`src/core/hbm_pkg.sv`:
```
/*
 * Package for the H-bridge mode and fault controller: timing constants,
 * mode encoding, drive states and the grouped status/comparator carriers.
 * Assumes a 10 MHz core clock.
 */
package hbm_pkg;

    localparam int unsigned CLK_HZ = 10_000_000;

    // Interval figures in their own units
    localparam int unsigned SLEEP_ENTRY_US = 1000;
    localparam int unsigned OC_DEGLITCH_NS = 1500;
    localparam int unsigned WAKE_US = 1;

    // Least times round up, never below one cycle
    localparam int unsigned SLEEP_ENTRY_CYC =
        (SLEEP_ENTRY_US * (CLK_HZ / 1_000_000) < 1) ? 1 : SLEEP_ENTRY_US * (CLK_HZ / 1_000_000);
    localparam int unsigned OC_DEGLITCH_CYC =
        ((OC_DEGLITCH_NS * (CLK_HZ / 1_000_000) + 999) / 1000 < 1) ? 1 :
        (OC_DEGLITCH_NS * (CLK_HZ / 1_000_000) + 999) / 1000;
    localparam int unsigned WAKE_CYC =
        (WAKE_US * (CLK_HZ / 1_000_000) < 1) ? 1 : WAKE_US * (CLK_HZ / 1_000_000);

    localparam int unsigned CNT_W = 16;

    typedef enum logic [1:0] {
        HBM_SLEEP  = 2'b00,
        HBM_WAKING = 2'b01,
        HBM_ACTIVE = 2'b10,
        HBM_FAULT  = 2'b11
    } hbm_mode_e;

    // Half-bridge drive: high-side and low-side gate enables
    typedef struct packed {
        logic highOn;
        logic lowOn;
    } hbm_leg_s;

    localparam hbm_leg_s LEG_OFF = 2'b00;
    localparam hbm_leg_s LEG_HIGH = 2'b10;
    localparam hbm_leg_s LEG_LOW = 2'b01;

    typedef struct packed {
        logic highSideA;
        logic lowSideA;
        logic highSideB;
        logic lowSideB;
        logic senseTrip;
    } hbm_oc_s;

    typedef struct packed {
        hbm_mode_e mode;
        logic overcurrentFault;
        logic thermalShutdown;
        logic circuitsOn;
    } hbm_status_s;

endpackage

```
`src/core/hbm_interval_timer.sv`:
```
/*
 * Qualified interval counter: fires once a condition has held for a set
 * number of cycles and restarts whenever the condition drops.
 * Assumes a single clock and the block's asynchronous active-low reset.
 */
`timescale 1ns/100ps
module hbm_interval_timer import hbm_pkg::*; #(
    parameter int unsigned COUNT = 1
) (
    input wire logic clk,
    input wire logic rstn,
    input wire logic qualify,
    output logic expired
);

    typedef struct packed {
        logic [CNT_W-1:0] count;
        logic done;
    } hbm_tmr_s;

    hbm_tmr_s state_q;
    hbm_tmr_s state_d;

    localparam logic [CNT_W-1:0] LAST = CNT_W'(COUNT - 1);

    always_comb begin
        state_d = state_q;
        if (!qualify) begin
            state_d = '0; // [RULE18]
        end else if (!state_q.done) begin
            if (state_q.count == LAST) begin
                state_d.done = 1'b1;
            end else begin
                state_d.count = state_q.count + 1'b1;
            end
        end
    end

    always_ff @(posedge clk or negedge rstn) begin
        if (!rstn) begin
            state_q <= '0;
        end else begin
            state_q <= state_d;
        end
    end

    assign expired = state_q.done;

    property p_restart;
        @(posedge clk) disable iff (!rstn)
        !qualify |=> !expired;
    endproperty
    a_restart: assert property (p_restart) else $error("timer did not restart"); // [RULE18]

endmodule

```
`src/core/hbm_mode_ctrl.sv`:
```
/*
 * Mode and protection control for a brushed DC motor H-bridge: sleep,
 * wake, active and fault modes, latched overcurrent, thermal shutdown.
 * Assumes comparator and supply-monitor levels synchronous to clk and
 * rstn driven low by supply undervoltage lockout.
 */
// Overview of operation
// RULE1 - Sustained overcurrent latches fault, bridge off
// RULE2 - Overcurrent fault clears only by sleep/power
// RULE3 - High and low sides monitored separately
// RULE4 - Sense pin trip shares overcurrent handling
// RULE5 - Over-temperature disables bridge, auto resumes
// RULE6 - Undervoltage resets all logic, bridge off
// RULE7 - Resume only above rising supply threshold
// RULE8 - Active needs supply, input high, wake
// RULE9 - Both inputs low disables bridge, circuits
// RULE10 - Inputs low for entry time: sleep
// RULE11 - Power up with inputs low: sleep
// RULE12 - Wake needs input high beyond wake time
// RULE13 - Overcurrent recovery needs current low, reset
// RULE14 - Leave fault once recovery condition holds
// RULE15 - Input table: coast, reverse, forward, brake
// RULE16 - Deglitch interval typically 1.5 us
// RULE17 - Thermal recovery uses 40 C hysteresis
// RULE18 - Intervals counted, restart on condition drop
`timescale 1ns/100ps
module hbm_mode_ctrl import hbm_pkg::*; #(
    parameter int unsigned SLEEP_CYCLES = SLEEP_ENTRY_CYC,
    parameter int unsigned WAKE_CYCLES = WAKE_CYC,
    parameter int unsigned DEGLITCH_CYCLES = OC_DEGLITCH_CYC
) (
    input wire logic clk,
    input wire logic rstn,
    input wire logic driveInputA,
    input wire logic driveInputB,
    input wire logic supplyAboveRising,
    input wire hbm_oc_s ocCompare,
    input wire logic tempAboveShutdown,
    input wire logic tempBelowRecovery,
    output hbm_leg_s bridgeOutputA,
    output hbm_leg_s bridgeOutputB,
    output hbm_status_s status
);

    typedef struct packed {
        hbm_mode_e mode;
        logic ocLatched;
        logic thermalHot;
        hbm_leg_s legA;
        hbm_leg_s legB;
        hbm_status_s stat;
    } hbm_ctrl_s;

    hbm_ctrl_s state_q;
    hbm_ctrl_s state_d;

    logic anyHigh;
    logic anyOver;
    logic sleepDue;
    logic wakeDue;
    logic ocDue;

    assign anyHigh = driveInputA | driveInputB;
    assign anyOver = |ocCompare; // [RULE3] [RULE4]

    hbm_interval_timer #(.COUNT(SLEEP_CYCLES)) u_sleep (
        .clk(clk),
        .rstn(rstn),
        .qualify(!anyHigh && state_q.mode != HBM_SLEEP),
        .expired(sleepDue)
    ); // [RULE10] [RULE15]

    hbm_interval_timer #(.COUNT(WAKE_CYCLES)) u_wake (
        .clk(clk),
        .rstn(rstn),
        .qualify(anyHigh && supplyAboveRising && state_q.mode == HBM_WAKING),
        .expired(wakeDue)
    ); // [RULE12]

    hbm_interval_timer #(.COUNT(DEGLITCH_CYCLES)) u_oc (
        .clk(clk),
        .rstn(rstn),
        .qualify(anyOver && state_q.mode == HBM_ACTIVE),
        .expired(ocDue)
    ); // [RULE16] [RULE18]

    always_comb begin
        state_d = state_q;
        // Thermal flag with hysteresis band held by the comparators
        if (tempAboveShutdown) begin
            state_d.thermalHot = 1'b1;
        end else if (tempBelowRecovery) begin
            state_d.thermalHot = 1'b0; // [RULE5] [RULE17]
        end
        case (state_q.mode)
            HBM_SLEEP: begin
                state_d.ocLatched = 1'b0; // [RULE2]
                if (anyHigh && supplyAboveRising) begin
                    state_d.mode = HBM_WAKING; // [RULE7]
                end
            end
            HBM_WAKING: begin
                if (!anyHigh) begin
                    state_d.mode = HBM_SLEEP;
                end else if (wakeDue && state_d.thermalHot) begin
                    // Never drive the bridge for a cycle while already hot
                    state_d.mode = HBM_FAULT; // [RULE5]
                end else if (wakeDue) begin
                    state_d.mode = HBM_ACTIVE; // [RULE8] [RULE12]
                end
            end
            HBM_ACTIVE: begin
                if (ocDue) begin
                    state_d.ocLatched = 1'b1; // [RULE1]
                    state_d.mode = HBM_FAULT;
                end else if (state_d.thermalHot) begin
                    state_d.mode = HBM_FAULT; // [RULE5]
                end else if (sleepDue) begin
                    state_d.mode = HBM_SLEEP; // [RULE10]
                end
            end
            HBM_FAULT: begin
                if (sleepDue) begin
                    // Flag drops together with sleep, never shown stale
                    state_d.ocLatched = 1'b0; // [RULE2]
                    state_d.mode = HBM_SLEEP; // [RULE2] [RULE13]
                end else if (!state_q.ocLatched && !state_d.thermalHot) begin
                    state_d.mode = HBM_ACTIVE; // [RULE14]
                end
            end
            default: state_d.mode = HBM_SLEEP;
        endcase
        // Drive decode; everything off outside active mode
        state_d.legA = LEG_OFF;
        state_d.legB = LEG_OFF;
        if (state_d.mode == HBM_ACTIVE) begin
            case ({driveInputA, driveInputB})
                2'b01: begin
                    state_d.legA = LEG_LOW;
                    state_d.legB = LEG_HIGH;
                end
                2'b10: begin
                    state_d.legA = LEG_HIGH;
                    state_d.legB = LEG_LOW;
                end
                2'b11: begin
                    state_d.legA = LEG_LOW;
                    state_d.legB = LEG_LOW;
                end
                default: begin
                    state_d.legA = LEG_OFF;
                    state_d.legB = LEG_OFF;
                end
            endcase // [RULE15] [RULE1]
        end
        state_d.stat.mode = state_d.mode;
        state_d.stat.overcurrentFault = state_d.ocLatched;
        state_d.stat.thermalShutdown = state_d.thermalHot;
        state_d.stat.circuitsOn = (state_d.mode != HBM_SLEEP); // [RULE9]
    end

    // Supply lockout drives rstn, so all logic returns to sleep state
    always_ff @(posedge clk or negedge rstn) begin
        if (!rstn) begin
            state_q <= '0; // [RULE6] [RULE11]
        end else begin
            state_q <= state_d;
        end
    end

    assign bridgeOutputA = state_q.legA;
    assign bridgeOutputB = state_q.legB;
    assign status = state_q.stat;

    property p_fault_off;
        @(posedge clk) disable iff (!rstn)
        state_q.mode == HBM_FAULT |-> bridgeOutputA == LEG_OFF && bridgeOutputB == LEG_OFF;
    endproperty
    a_fault_off: assert property (p_fault_off) else $error("bridge on in fault"); // [RULE1]

    property p_oc_latched;
        @(posedge clk) disable iff (!rstn)
        state_q.ocLatched && state_q.mode == HBM_FAULT |=> state_q.ocLatched || $past(sleepDue);
    endproperty
    a_oc_latched: assert property (p_oc_latched) else $error("oc latch lost"); // [RULE2]

    property p_trip;
        @(posedge clk) disable iff (!rstn)
        ocDue && state_q.mode == HBM_ACTIVE |=> state_q.mode == HBM_FAULT && state_q.ocLatched;
    endproperty
    a_trip: assert property (p_trip) else $error("no trip after deglitch"); // [RULE4]

    property p_hot;
        @(posedge clk) disable iff (!rstn)
        tempAboveShutdown |=> bridgeOutputA == LEG_OFF && bridgeOutputB == LEG_OFF;
    endproperty
    a_hot: assert property (p_hot) else $error("bridge on while hot"); // [RULE5]

    property p_reset_state;
        @(posedge clk) $rose(rstn) |-> state_q.mode == HBM_SLEEP && !state_q.ocLatched;
    endproperty
    a_reset_state: assert property (p_reset_state) else $error("bad state after lockout"); // [RULE6]

    property p_sleep_low;
        @(posedge clk) disable iff (!rstn)
        state_q.mode == HBM_SLEEP |-> !status.circuitsOn && bridgeOutputA == LEG_OFF;
    endproperty
    a_sleep_low: assert property (p_sleep_low) else $error("sleep not quiet"); // [RULE9]

    property p_active_needs;
        @(posedge clk) disable iff (!rstn)
        $past(state_q.mode) == HBM_WAKING && state_q.mode == HBM_ACTIVE |-> $past(wakeDue);
    endproperty
    a_active_needs: assert property (p_active_needs) else $error("active before wake"); // [RULE8]

    property p_forward;
        @(posedge clk) disable iff (!rstn)
        state_d.mode == HBM_ACTIVE && driveInputA && !driveInputB
            |=> bridgeOutputA == LEG_HIGH && bridgeOutputB == LEG_LOW;
    endproperty
    a_forward: assert property (p_forward) else $error("forward decode wrong"); // [RULE15]

    property p_thermal_resume;
        @(posedge clk) disable iff (!rstn)
        state_q.mode == HBM_FAULT && !state_q.ocLatched && !tempAboveShutdown
            && tempBelowRecovery && !sleepDue |=> state_q.mode == HBM_ACTIVE;
    endproperty
    a_thermal_resume: assert property (p_thermal_resume) else $error("no resume"); // [RULE14]

endmodule

```
`config.mk`:
```
export PLATFORM = sky130hd
export DESIGN_NAME = hbm_mode_ctrl
export DESIGN_NICKNAME = d
export VERILOG_FILES = /design/src/core/hbm_pkg.sv /design/src/core/hbm_interval_timer.sv /design/src/core/hbm_mode_ctrl.sv
export SDC_FILE = /design/constraint.sdc
export NUM_CORES = 1
export LEC_CHECK = 0
export BUFFER_PORTS_ARGS = -buffer_cell sky130_fd_sc_hd__buf_2
export CORE_MARGIN = 1.5
export CORE_UTILIZATION = 52
export CTS_BUF_LIST = sky130_fd_sc_hd__clkbuf_8
export DETAILED_ROUTE_END_ITERATION = 10
export PLACE_DENSITY_LB_ADDON = 0.1
export SLEW_MARGIN = 0
export SYNTH_ARGS = -nofsm -noshare
export SYNTH_HDL_FRONTEND = slang
export SYNTH_SLANG_ARGS = --single-unit
```
`constraint.sdc`:
```
create_clock -name clk -period 1.8 [get_ports clk]
set_clock_uncertainty 0.05 [all_clocks]
set_input_delay 0.18 -clock clk [delete_from_list [all_inputs] [get_ports clk]]
set_output_delay 0.18 -clock clk [all_outputs]
set_load 0.1 [all_outputs]
```
==> results.yml <==
run_status:
  status: "complete, no violations"
yosys:
  synth-warning-count: 0
  synth-seq-area-share_pct: 49.9
  netlist_area_mm2: 0.00301
  async_flop_share_pct: 100
  synth_nets: 322
  synth-edff-count: 0
  synthFlopType: "dfrtp_1"
  syn_avg_cell_area_um2: 9.87
  synthCells: 305
  synthDistinctLibCells: 45
  ys_ff_latch: 60
die:
  die_x_um: 79.1
  rows: 27
  die_h_um: 79.1
  die_area_mm2: 0.00626
  initial_core_util_pct: 54.4
  core_mm2: 0.00554
  io_pins: 21
timing:
  worst_pin_slew_ps: 530
  final_max_slew_viol_count: 0
  slew_headroom_pct: 64.7
  setup_viol: 0
  fmax_ghz: 0.591
  timing.final.crit_share_pct: 94.0
  setup_slack_ps: 108
  rsz0062_at_grt: "false"
  tns_ps: 0
  timing.hold.ws_ps: 65.9
  min_period_ps: 1690
  hold_viol: 0
clock_tree:
  insertion_delay_ps: 330
  cts_made_buffers: 9
  clockRootBuffer: "clkbuf_8"
  cts_tree: "yes"
  clkTransAtPathRegs_ps: 70
  numClockSinks: 60
  clock_path_buffers: 2
  htreeDepth: 3
grt:
  grt_start_max_net_pins: 26
  grt_pass1_wl_um: 10400
  gr-total-overflow: 0
  antenna_found_initial: 0
  grt_usage_pct: 21.5
  grt_pass1_vias: 2307
cells_and_area:
  areaGrowthSynthToFinish_pct: 18.5
  final_cells: 427
  drive_gt1_share_pct: 21.4
  nNetsFinal: 367
  antenna_cells: 0
placement:
  gp_congestion: 0.836
  dpl_worst_slack_ps: 9.83
  port-buffer-count: 20
  dp_hpwl_um: 4010
  placedCellCount: 406
routing:
  routed-via-count: 2342
  drt-wirelength-per-cell_um: 13.7
  firstDrtPassIters: 4
  totalWireLength_um: 5860
  drt_iter0_markers: 122
  via_per_inst: 5.48
  drcViolationCount: 0
  antenna_left: 0
run:
  drv_cap: 0
setup_path:
  worst_ep_arrival_time_ps: 1860
  startpoint: "u_oc.state_q[11]$_DFFE_PN0P_"
  startpoint_type: "register"
  r2r_end: "u_oc.state_q[16]$_DFFE_PN0P_"
  required_ps: 1970
  crit_end: "u_oc.state_q[16]$_DFFE_PN0P_"
  r2r_cells: 6
  r2r_slack_ps: 110
  critPathKind: "reg2reg"
  r2r-start: "u_oc.state_q[11]$_DFFE_PN0P_"
  worstPathMaxFanout: 6
  end_kind: "register"
power:
  power.density_mw_per_mm2: 879
  p_leak_nw: 1.50
  peakVddDrop_uv: 562
hold_path:
  hold_path.class: "in2reg"
==> how the worst min path moves through the flow <==
stage,start,end,slack (ps),cells past startpoint
after global routing,tempAboveShutdown,status[1]$_DFF_PN0_,70,2
after floorplan,rstn,bridgeOutputA[0]$_DFF_PN0_,-170,0
after CTS,tempAboveShutdown,status[1]$_DFF_PN0_,40,2
after global placement,rstn,u_sleep.state_q[15]$_DFFE_PN0P_,130,1
after detailed placement,rstn,u_sleep.state_q[16]$_DFFE_PN0P_,140,1
final,tempAboveShutdown,status[1]$_DFF_PN0_,70,2
==> per-stage QoR <==
step                util (%)  cell area, µm²  power [mW]
global placement        59.4            3290        2.06
CTS                     63.3            3510        3.16
floorplan                  -            3020        1.89
global route            64.4            3570        3.28
finish                  64.4            3570        3.14
detailed placement      59.4            3290        2.06
==> layer usage <==
layer  part of all wire, %  vias up  global-route usage, %  wire length [µm]
li1                      -     1157                      -                 -
met3                   3.4       12                   4.02               200
met1                    48     1121                   29.8              2840
met5                     0        -                      0                 0
met2                    46       52                   31.2              2690
met4                   2.3        0                   13.0               133
==> cell usage in the layout (no fill, tap or decap), types with 3 or more instances in the layout <==
master / instances
dfrtp_1: 57
nor2_1: 53
xor2_1: 21
buf_2: 20
buf_4: 20
nand2_1: 18
xnor2_1: 17
nand4_1: 16
nand3_1: 13
clkbuf_8: 10
nor3_1: 9
and3_1: 8
nor4_1: 6
nor2b_1: 5
inv_1: 5
o21ai_0: 5
a21oi_1: 5
ha_1: 5
nor3b_1: 4
or3_1: 4
and3b_1: 3
and2_1: 3
nor4_2: 3
clkinv_2: 3
dlygate4sd3_1: 3
dfrtp_2: 3
==> power breakdown <==
group,switching [mW],internal [mW],leakage (nW)
sequential,0.0423,1.40,0.814
combinational,0.445,0.171,0.598
clock,0.542,0.533,0.0920
total,1.03,2.11,1.50
==> cell usage after synthesis (all sizes together) (3+ instances only) <==
cell type | instances | area share [%]
a21oi | 5 | 0.83
a41oi | 3 | 1.1
and2 | 3 | 0.62
and3 | 9 | 2.0
and3b | 3 | 0.87
and4 | 4 | 1.2
buf | 4 | 0.96
clkbuf | 5 | 0.62
dfrtp | 60 | 50
ha | 5 | 2.1
inv | 5 | 0.62
nand2 | 18 | 2.2
nand3 | 14 | 2.3
nand4 | 16 | 3.3
nor2 | 53 | 6.6
nor2b | 6 | 1.2
nor3 | 9 | 1.5
nor3b | 6 | 1.7
nor4 | 9 | 1.9
o21ai | 6 | 1.1
or2 | 4 | 0.83
or3 | 4 | 0.83
xnor2 | 17 | 4.9
xor2 | 21 | 6.1
==> kinds of logic (layout without fill, tap and decap cells) <==
kind of cell             Yosys count  in the layout  share of synthesized area [%]
AND/OR/NAND/NOR                  165            165                           29.4
flip-flops                        60             60                           49.9
XOR/XNOR                          38             38                           11.1
AO/OA/AOI/OAI                     22             22                           5.11
buffers and inverters             14             64                           2.20
adder cells (fa/ha/maj)            5              5                           2.08
multiplexers                       1              1                          0.332
==> flip-flops by register name, summed over array words and instances, names as in the netlist <==
name / flops
u_oc.state_q: 16
u_sleep.state_q: 16
u_wake.state_q: 16
status: 5
bridgeOutputA: 2
bridgeOutputB: 2
u_oc.expired: 1
u_sleep.expired: 1
u_wake.expired: 1
==> worst max-delay path, stage by stage (launching register included) <==
cell,delay [ps]
dfrtp_1,390
nor4_1,410
a41oi_1,210
buf_4,200
nand4_1,110
xor2_1,160
nor2_1,50
==> layout make-up <==
class / instances / area [µm²]
clock buffers: 10 / 138
clock inverters: 6 / 40.0
fillers: 473 / 1970
inverters: 5 / 18.8
multi-input cells: 231 / 1500
flip-flops and latches: 60 / 1510
well taps: 72 / 90.1
repair buffers: 43 / 280
==> repair_timing <==
action                                  in CTS  in global routing
setup buffers                                0                  2
endpoints found under the setup margin       1                 19
hold endpoints to repair                    25                  0
resized for setup                            1                 12
hold buffers                                 3                  0
pin swaps                                    0                  2
No activity file was read; power rests on OpenSTA's default activity.
